File: src/pkg/scp_params.svh
// Constants of the serial configuration slave port
`ifndef SCP_PARAMS_SVH
`define SCP_PARAMS_SVH
// ============================================================
// Address map
`define SCP_CFG_LAST 6'h2E
`define SCP_CFG_N 47
`define SCP_STS_FIRST 6'h30
`define SCP_STS_LAST 6'h3D
// ============================================================
// Byte framing and status
`define SCP_BIT_LAST 3'h7
`define SCP_CNT_MAX 4'hF
`define SCP_CNT_SAT 7'h0F
`define SCP_RST_BYTE 8'h00
// ============================================================
// Command queue
`define SCP_FIFO_W 16
`define SCP_FIFO_D 16
`define SCP_FIFO_AW 4
`endif

File: src/pkg/scp_pkg.sv
// Types of the serial configuration slave port
package scp_pkg;
    typedef enum logic [1:0] {
        SCP_IDLE,
        SCP_HDR,
        SCP_DATA
    } scp_state_t;
    typedef struct packed {
        logic rw;
        logic burst;
        logic [5:0] addr;
        logic [7:0] data;
    } scp_cmd_t;
    typedef struct packed {
        logic osc_not_ready;
        logic [2:0] mode;
        logic [3:0] count;
    } scp_status_t;
endpackage

File: src/hw/scp_spi_slave.sv
// Serial configuration slave port with its outbound command queue
// Notes on behaviour
// RULE1: Every byte shifts most significant bit first, both directions.
// RULE2: Host opens each transaction with rw bit, burst bit, six address bits.
// RULE3: Host keeps chip_select_n low for the whole transfer.
// RULE4: Chip select rising mid byte aborts; no partial byte is applied.
// RULE5: Host waits for serial_out low before clocking the header.
// RULE6: Serial_out goes low at once, unless powered down or oscillator off.
// RULE7: A status byte shifts out while header, data or command shifts in.
// RULE8: Status bit 7 stays high until the oscillator is stable.
// RULE9: Status bits 6:4 carry the radio mode code.
// RULE10: Mode code 100 during tuning, 101 during lock wait.
// RULE11: Codes 110 and 111 hold until the matching flush command.
// RULE12: Transitional states may report idle instead of tuning codes.
// RULE13: Low nibble is rx bytes readable for reads, tx free for writes.
// RULE14: The four bit count saturates at 15.
// RULE15: Configuration registers 0x00 to 0x2E are writable and readable.
// RULE16: Header rw bit selects write from serial_in or read out.
// RULE17: Writes return a status byte for header and every data byte.
// RULE18: Reads return status only for the header, then register contents.
// RULE19: Burst bit loads the address into an internal counter.
// RULE20: Host changes frequency settings only while the radio is idle.
// RULE21: Burst address advances once per byte until chip select rises; the code advances it only from 0x2E or lower, so it holds at 0x2F.
// RULE22: In 0x30 to 0x3D burst picks status read, else a strobe.
// RULE23: Sample serial_in on rising clock, update serial_out after falling.
`timescale 1ns/100ps
`include "scp_params.svh"

module scp_fifo #(
    parameter int WIDTH = `SCP_FIFO_W,
    parameter int DEPTH = `SCP_FIFO_D,
    parameter int AW = `SCP_FIFO_AW
) (
    input wire logic i_clk_sys,
    input wire logic i_rst_n,
    input wire logic i_clk_en,
    input wire logic i_in_valid,
    output logic o_in_ready,
    input wire logic [WIDTH-1:0] i_in_data,
    output logic o_out_valid,
    input wire logic i_out_ready,
    output logic [WIDTH-1:0] o_out_data
);
    logic [WIDTH-1:0] mem [0:DEPTH-1];
    logic [AW:0] wptr;
    logic [AW:0] rptr;
    logic push;
    logic pop;

    assign o_in_ready = (wptr ^ rptr) != {1'b1, {AW{1'b0}}};
    assign o_out_valid = wptr != rptr;
    assign push = i_in_valid && o_in_ready;
    assign pop = o_out_valid && i_out_ready;
    assign o_out_data = mem[rptr[AW-1:0]];

    always_ff @(posedge i_clk_sys) begin
        if (i_clk_en && push) begin
            mem[wptr[AW-1:0]] <= i_in_data;
        end
    end

    always_ff @(posedge i_clk_sys) begin
        if (!i_rst_n) begin
            wptr <= '0;
            rptr <= '0;
        end else if (i_clk_en) begin
            if (push) begin
                wptr <= wptr + 1'b1;
            end
            if (pop) begin
                rptr <= rptr + 1'b1;
            end
        end
    end
endmodule // scp_fifo

module scp_spi_slave (
    input wire logic i_clk_sys,
    input wire logic i_rst_n,
    input wire logic i_clk_en,
    input wire logic i_sclk,
    input wire logic i_serial_in,
    input wire logic i_chip_select_n,
    output logic o_serial_out,
    output logic o_serial_out_oe,
    input wire logic i_osc_running,
    input wire logic i_deep_powerdown,
    input wire logic i_osc_off,
    input wire logic [2:0] i_radio_mode,
    input wire logic i_mode_transit,
    input wire logic [6:0] i_rx_count,
    input wire logic [6:0] i_tx_free,
    input wire logic [5:0] i_cfg_raddr,
    output logic [7:0] o_cfg_rdata,
    output logic [5:0] o_ext_addr,
    input wire logic [7:0] i_ext_rdata,
    output logic o_cmd_valid,
    input wire logic i_cmd_ready,
    output scp_pkg::scp_cmd_t o_cmd
);
    // ============================================================
    // Pin synchronisers
    logic [1:0] sclk_sy;
    logic [1:0] sdi_sy;
    logic [1:0] csn_sy;
    logic [1:0] osc_sy;
    logic [1:0] pd_sy;
    logic sclk_d;

    always_ff @(posedge i_clk_sys) begin
        if (!i_rst_n) begin
            sclk_sy <= 2'h0;
            sdi_sy <= 2'h0;
            csn_sy <= 2'h3;
            osc_sy <= 2'h0;
            pd_sy <= 2'h0;
            sclk_d <= 1'b0;
        end else if (i_clk_en) begin
            sclk_sy <= {sclk_sy[0], i_sclk};
            sdi_sy <= {sdi_sy[0], i_serial_in};
            csn_sy <= {csn_sy[0], i_chip_select_n};
            osc_sy <= {osc_sy[0], i_osc_running};
            pd_sy <= {pd_sy[0], i_deep_powerdown | i_osc_off};
            sclk_d <= sclk_sy[1];
        end
    end

    logic sck_rise;
    logic sck_fall;
    logic cs_act;
    logic sdi;
    assign sck_rise = sclk_sy[1] && !sclk_d;
    assign sck_fall = !sclk_sy[1] && sclk_d;
    assign cs_act = !csn_sy[1];
    assign sdi = sdi_sy[1];

    // ============================================================
    // Status byte
    scp_pkg::scp_status_t status;
    scp_pkg::scp_state_t state;
    logic rw;
    logic burst;
    logic [5:0] addr;
    logic [6:0] cnt_raw;

    assign cnt_raw = rw ? i_rx_count : i_tx_free; // [RULE13]
    always_comb begin
        status.osc_not_ready = !osc_sy[1]; // [RULE8]
        // Radio keeps overrun/underrun codes until flushed [RULE11]
        // Transit flag masks tuning codes as idle [RULE12]
        status.mode = i_mode_transit ? 3'h0 : i_radio_mode; // [RULE9] [RULE10]
        status.count = (cnt_raw >= `SCP_CNT_SAT) ? `SCP_CNT_MAX
                                                : cnt_raw[3:0]; // [RULE14]
    end

    // ============================================================
    // Byte framing
    logic [2:0] bitcnt;
    logic [6:0] rx;
    logic first_wait;
    logic byte_end;
    logic [7:0] rx_byte;
    logic [7:0] rd_byte;
    logic ld_rd;
    logic is_cfg;
    logic is_sts;
    logic hdr_data;

    assign byte_end = cs_act && sck_rise && bitcnt == `SCP_BIT_LAST;
    assign rx_byte = {rx, sdi}; // [RULE1]
    assign is_cfg = rx_byte[5:0] <= `SCP_CFG_LAST;
    assign is_sts = rx_byte[5:0] >= `SCP_STS_FIRST && rx_byte[5:0] <= `SCP_STS_LAST;
    // Strobes are header-only; anything else carries data [RULE22]
    assign hdr_data = !is_sts || rx_byte[6];

    always_ff @(posedge i_clk_sys) begin
        if (!i_rst_n) begin
            bitcnt <= 3'h0;
            rx <= 7'h00;
        end else if (i_clk_en) begin
            if (!cs_act) begin
                bitcnt <= 3'h0; // [RULE4]
            end else if (sck_rise) begin
                bitcnt <= bitcnt + 3'h1;
                rx <= rx_byte[6:0]; // [RULE23]
            end
        end
    end

    // ============================================================
    // Transaction state
    logic cfg_we;
    logic cmd_push;
    logic cmd_ready;
    scp_pkg::scp_cmd_t cmd;

    always_ff @(posedge i_clk_sys) begin
        if (!i_rst_n) begin
            state <= scp_pkg::SCP_IDLE;
            rw <= 1'b0;
            burst <= 1'b0;
            addr <= 6'h00;
        end else if (i_clk_en) begin
            if (!cs_act) begin
                state <= scp_pkg::SCP_IDLE; // [RULE4]
            end else begin
                case (state)
                    scp_pkg::SCP_IDLE: begin
                        state <= scp_pkg::SCP_HDR;
                    end
                    scp_pkg::SCP_HDR: begin
                        if (sck_rise && bitcnt == 3'h0) begin
                            rw <= sdi; // [RULE16]
                        end
                        if (byte_end) begin
                            burst <= rx_byte[6];
                            addr <= rx_byte[5:0]; // [RULE19]
                            if (hdr_data) begin
                                state <= scp_pkg::SCP_DATA;
                            end
                        end
                    end
                    scp_pkg::SCP_DATA: begin
                        if (byte_end) begin
                            if (!burst || addr >= `SCP_STS_FIRST && addr <= `SCP_STS_LAST) begin
                                state <= scp_pkg::SCP_HDR; // [RULE22]
                            end else if (addr <= `SCP_CFG_LAST) begin
                                addr <= addr + 6'h01; // [RULE21]
                            end
                        end
                    end
                    default: begin
                        state <= scp_pkg::SCP_IDLE;
                    end
                endcase
            end
        end
    end

    // Write lands only on a complete byte [RULE4]
    assign cfg_we = byte_end && state == scp_pkg::SCP_DATA && !rw
                    && addr <= `SCP_CFG_LAST; // [RULE15]
    assign cmd_push = byte_end && ((state == scp_pkg::SCP_HDR && !hdr_data)
                    || (state == scp_pkg::SCP_DATA && !rw && addr > `SCP_CFG_LAST));
    // A full queue drops the byte; the radio must drain faster than the link
    always_comb begin
        cmd.rw = state == scp_pkg::SCP_HDR ? rx_byte[7] : rw;
        cmd.burst = state == scp_pkg::SCP_HDR ? rx_byte[6] : burst;
        cmd.addr = state == scp_pkg::SCP_HDR ? rx_byte[5:0] : addr;
        cmd.data = state == scp_pkg::SCP_HDR ? `SCP_RST_BYTE : rx_byte;
    end

    scp_fifo #(
        .WIDTH(`SCP_FIFO_W),
        .DEPTH(`SCP_FIFO_D),
        .AW(`SCP_FIFO_AW)
    ) u_cmd_q (
        .i_clk_sys(i_clk_sys),
        .i_rst_n(i_rst_n),
        .i_clk_en(i_clk_en),
        .i_in_valid(cmd_push),
        .o_in_ready(cmd_ready),
        .i_in_data(cmd),
        .o_out_valid(o_cmd_valid),
        .i_out_ready(i_cmd_ready),
        .o_out_data(o_cmd)
    );

    // ============================================================
    // Configuration registers
    logic [7:0] cfg [0:`SCP_CFG_N-1];
    genvar g;
    generate
        for (g = 0; g < `SCP_CFG_N; g++) begin : g_cfg
            always_ff @(posedge i_clk_sys) begin
                if (!i_rst_n) begin
                    cfg[g] <= `SCP_RST_BYTE;
                end else if (i_clk_en && cfg_we && addr == 6'(g)) begin
                    cfg[g] <= rx_byte; // [RULE15]
                end
            end
        end
    endgenerate

    assign o_ext_addr = addr;
    always_ff @(posedge i_clk_sys) begin
        if (!i_rst_n) begin
            o_cfg_rdata <= `SCP_RST_BYTE;
            rd_byte <= `SCP_RST_BYTE;
            ld_rd <= 1'b0;
        end else if (i_clk_en) begin
            o_cfg_rdata <= i_cfg_raddr <= `SCP_CFG_LAST ? cfg[i_cfg_raddr]
                                                       : `SCP_RST_BYTE;
            // Reload one cycle after the address settles
            ld_rd <= byte_end;
            if (ld_rd) begin
                rd_byte <= addr <= `SCP_CFG_LAST ? cfg[addr] : i_ext_rdata; // [RULE18]
            end
        end
    end

    // ============================================================
    // Serial output
    logic [7:0] out_byte;
    logic sdo_first;
    assign out_byte = (state == scp_pkg::SCP_DATA && rw) ? rd_byte : status; // [RULE7] [RULE17]
    assign sdo_first = pd_sy[1] ? !osc_sy[1] : 1'b0; // [RULE6]
    assign o_serial_out_oe = cs_act;

    always_ff @(posedge i_clk_sys) begin
        if (!i_rst_n) begin
            o_serial_out <= 1'b0;
            first_wait <= 1'b0;
        end else if (i_clk_en) begin
            if (!cs_act) begin
                o_serial_out <= 1'b0;
                first_wait <= 1'b1;
            end else if (first_wait) begin
                o_serial_out <= sdo_first; // [RULE6]
                first_wait <= !sck_rise;
            end else if (sck_fall) begin
                o_serial_out <= out_byte[`SCP_BIT_LAST - bitcnt]; // [RULE1] [RULE23]
            end
        end
    end
endmodule // scp_spi_slave

File: config.mk
export PLATFORM = sky130hd
export DESIGN_NAME = scp_spi_slave
export DESIGN_NICKNAME = d
export VERILOG_FILES = /design/src/pkg/scp_pkg.sv /design/src/hw/scp_spi_slave.sv
export VERILOG_INCLUDE_DIRS = /design/src /design/src/pkg
export SDC_FILE = /design/constraint.sdc
export NUM_CORES = 1
export LEC_CHECK = 0
export BUFFER_PORTS_ARGS = -buffer_cell sky130_fd_sc_hd__buf_4
export CORE_ASPECT_RATIO = 1.1
export CORE_MARGIN = 3
export CORE_UTILIZATION = 29
export CTS_BUF_LIST = sky130_fd_sc_hd__clkbuf_16
export CTS_CLUSTER_SIZE = 12
export DETAILED_ROUTE_END_ITERATION = 16
export PLACE_DENSITY = 0.4
export SLEW_MARGIN = 15
export SYNTH_ARGS = -nofsm -noshare
export SYNTH_HDL_FRONTEND = slang
export SYNTH_SLANG_ARGS = --single-unit
File: constraint.sdc
create_clock -name i_clk_sys -period 5.8 [get_ports i_clk_sys]
set_input_delay 1.16 -clock i_clk_sys [delete_from_list [all_inputs] [get_ports i_clk_sys]]
set_output_delay 1.16 -clock i_clk_sys [all_outputs]
set_load 0.01 [all_outputs]
==> impl_summary.txt <==
----------------------------------------------------
[Die]
  Area enclosed by the die boundary ... roughly 0.12 mm2
  Die extent in y ... 363 um
  Row count ... between 100 and 150
  Floorplan Core Area ... about 0.11 mm2
  Horizontal die dimension ... between 300 and 400 um
  Initial core utilization ... between 20 and 30%
  Number of top-level design ports ... 75

[Placement]
  Global placer's final weighted congestion ... between 0.8 and 0.9
  DP Wirelength ... 76.8 mm
  Number of port buffers ... 74

[Worst setup path]
  Critical path start-end classification ... reg -> out
  Element type at the critical path start ... flip-flop
  Worst-path fanout max ... 33
  Cell-by-cell trace of the critical path ... buf_4, mux4_2, mux4_2, buf_4
  Slowest cell on the critical path ... sky130_fd_sc_hd__dfxtp_2
  Cell class contributing the biggest share of worst-path delay ... flip-flops
  Worst Path Buf+Inv ... 2
  Required time at the worst-slack endpoint ... 4.64 ns
  Stage delay of the slowest cell on the critical path ... 1.02 ns
  R2R setup slack ... between 1.5 and 2 ns
  Capturing element type of the critical path ... output port
  Critical path arrival ... between 3 and 4 ns

[GRT]
  Number of global-route vias before repair ... 21,100
  Gr ovfl total ... 0
  Total routing usage reported by global routing ... approximately a fifth
  Wire length of the first global-routing pass ... around 160 mm
  Pin count of the biggest net entering global routing ... 63
  Antenna violations before repair ... 0

[Clock network]
  Inserted Clock Buffers ... 83
  H-tree depth reported by CTS ... 3
  Insertion delay to the later sink of the worst-skew pair ... between 0.6 and 0.7 ns
  CTS clk-pin slew, worst paths ... 0.06 ns
  Number of buffers added to fix hold violations after cts ... 0
  CTS tree ... done
  Setup Fix Bufs, Post-CTS ... 0
  Cell at the root of the clock tree ... sky130_fd_sc_hd__clkbuf_16
  Clock sink total ... about 700
  Maximum clock insertion buffer count ... 3
  Total of cells resized after clock tree synthesis ... 0

[Detailed routing]
  Routed metal-1 wirelength ... around 47 mm
  Routed wire per std cell ... 29.0 um
  Total wire length ... 113 mm
  Router iterations before antenna repair ... 5
  Final routed DRC violation total ... 0
  Total via count after detailed routing ... about 20,000
  Total length of routed met3 wires ... between 5 and 6 mm
  Wire length on met2 ... approximately 59 mm
  Vias per cell ... roughly 5.2
  Number of design-rule violations left by the first detailed-router iteration ... approximately 1,700
  Top layer used by detailed routing ... met4
  Post-DRT Antenna Nets ... 0

[Cells and area]
  Ant. Diodes ... 0
  Top library cells by usage in the layout, fill and taps aside ... sky130_fd_sc_hd__edfxtp_1 (632), sky130_fd_sc_hd__and2_1 (390), sky130_fd_sc_hd__mux4_2 (250), sky130_fd_sc_hd__buf_4 (157), sky130_fd_sc_hd__nand2_1 (116)
  Area Growth Syn to Fin ... 15.3%
  Layout net count ... 2,374
  Fraction of layout cells with a size suffix above 1 ... between 20% and 30%
  Commonest non-fill, non-tap cell in the layout ... sky130_fd_sc_hd__edfxtp_1

[STA]
  Slew at the pin with the worst max-slew slack ... between 1 and 1.5 ns
  Setup TNS ... 0 ns
  Highest clock rate ... 229 MHz
  Setup repair after global routing missed its margin ... no
  Final-report hold violation count ... 0
  Total setup violations reported at the end of the flow ... 0
  Worst slew margin ... 20.8%
  Fin crit period ... 4.36 ns
  Number of slew-limit violations in the final report ... 0
  Worst clock skew on the final layout ... approximately 0.022 ns
  Post-route clock period utilization ... roughly 75%

[Synthesis]
  Cell Area, Synth ... ~0.034 mm2
  Post-synthesis instance total ... ~2,200
  Average cell area after synthesis ... about 15 um2
  Flip-flop and latch count after synthesis ... 702
  Most used flip-flop cell after synthesis ... sky130_fd_sc_hd__edfxtp_1
  Yosys cell types ... 65
  Synth async-reset ratio ... 0%
  Count of flip-flops with a built-in enable after synthesis ... between 600 and 700
  Warnings, synthesis ... 0
  Synthesized netlist net count ... roughly 2,300
  Portion of the post-synthesis area used by sequential elements ... 60.6%

[Pwr]
  Total leakage power ... between 10 and 15 nW
  Power density cells ... 295 mW/mm2
  Worst vdd rail ir drop ... between 150 and 200 uV
  Final Power ... between 0.01 and 0.015 W

[Status]
  Status ... finished clean

[Hold path]
  Min-delay worst type ... reg -> reg

[Job]
  Max_cap viols ... 0

----------------------------------------------------
## path summary, 6_finish.rpt
check / from / endpoint / depth (start not counted)
setup / recovery: flip-flop / o_cmd[2] / 4
setup reg to reg: bitcnt[0] / cfg[33][2] / 7
hold / removal: csn_sy[0] / csn_sy[0] / 2
hold reg to reg: csn_sy[0] / csn_sy[0] / 2
## through the flow
step           util [%]  setup WS (ns)  instances  area [um2]  hold slack (ns)
6_report           33.8           1.44       3900       38800            0.487
5_1_grt            33.8           1.27       3900       38800            0.524
4_1_cts            33.8           1.31       3900       38800            0.486
3_5_place_dp       31.5           1.19       3752       36200            0.471
3_3_place_gp       31.5           1.04       3752       36200            0.467
2_1_floorplan         -           1.76       2248       33600            0.442
## metal layers
layer,GRT usage (%),vias up
met4,5.79,0
met5,0,-
li1,-,8837
met2,33.4,551
met1,23.8,10700
met3,2.59,136
## sequential cells by signal, indices dropped and copies added (netlist names), named ones only
register	flops
cfg	376
u_cmd_q.mem	256
o_cfg_rdata	8
rd_byte	8
rx	7
o_ext_addr	6
u_cmd_q.rptr	5
u_cmd_q.wptr	5
bitcnt	3
csn_sy	2
osc_sy	2
pd_sy	2
sclk_sy	2
sdi_sy	2
state	2
burst	1
first_wait	1
ld_rd	1
o_serial_out	1
rw	1
sclk_d	1
## Yosys cell counts (all sizes together) (3+ instances only)
master / n / area share [%]
xnor2: 3 / 0.078
nor2: 115 / 1.3
nand4: 16 / 0.30
nand2b: 14 / 0.26
a221oi: 8 / 0.21
a22o: 15 / 0.39
o21ai: 84 / 1.2
o22ai: 15 / 0.28
ha: 13 / 0.48
nand3: 43 / 0.64
o211ai: 17 / 0.38
a21oi: 35 / 0.52
xor2: 5 / 0.13
o211a: 3 / 0.089
nor3: 14 / 0.21
o221ai: 9 / 0.23
dfxtp: 70 / 4.2
nand2: 116 / 1.3
a211oi: 11 / 0.25
a31oi: 3 / 0.056
or2: 7 / 0.13
and4: 3 / 0.078
mux4: 250 / 17
buf: 57 / 0.79
a22oi: 6 / 0.13
nand3b: 8 / 0.18
o221a: 3 / 0.10
mux2i: 88 / 2.6
inv: 12 / 0.13
nor2b: 14 / 0.26
and2: 390 / 7.3
a2111oi: 14 / 0.42
edfxtp: 632 / 56
o31ai: 3 / 0.067
clkbuf: 119 / 1.3
## final cells by class
type	count	area [um2]
inverters	13	48.8
fillers	11100	75900
well taps	1518	1900
clock inverters	63	504
flip-flops and latches	702	20400
repair buffers	162	1270
clock buffers	85	2130
multi-input cells	1357	12600
## cells by family after synthesis
logic type,Yosys count,share of synthesized area [%]
simple gates,753,12.2
flops,702,60.6
mux,340,19.4
compound gates,243,4.85
buf+inv,189,2.27
fa+ha+maj,13,0.483
xor+xnor,8,0.208
## tightest hold or removal path, delay by kind of cell, from the launching register on
family / cells / cell delay [ns]
simple gates: 1 / 0.06
flops: 1 / 0.33
mux: 1 / 0.07
## power by group
group / total [W] / internal, W / switching, W
clock network: 0.00515 / 0.00304 / 0.00212
registers: 0.00571 / 0.00562 / 0.0000975
logic: 0.000570 / 0.000237 / 0.000334
total: 0.0114 / 0.00889 / 0.00255
Power figures use the tool's default switching activity.
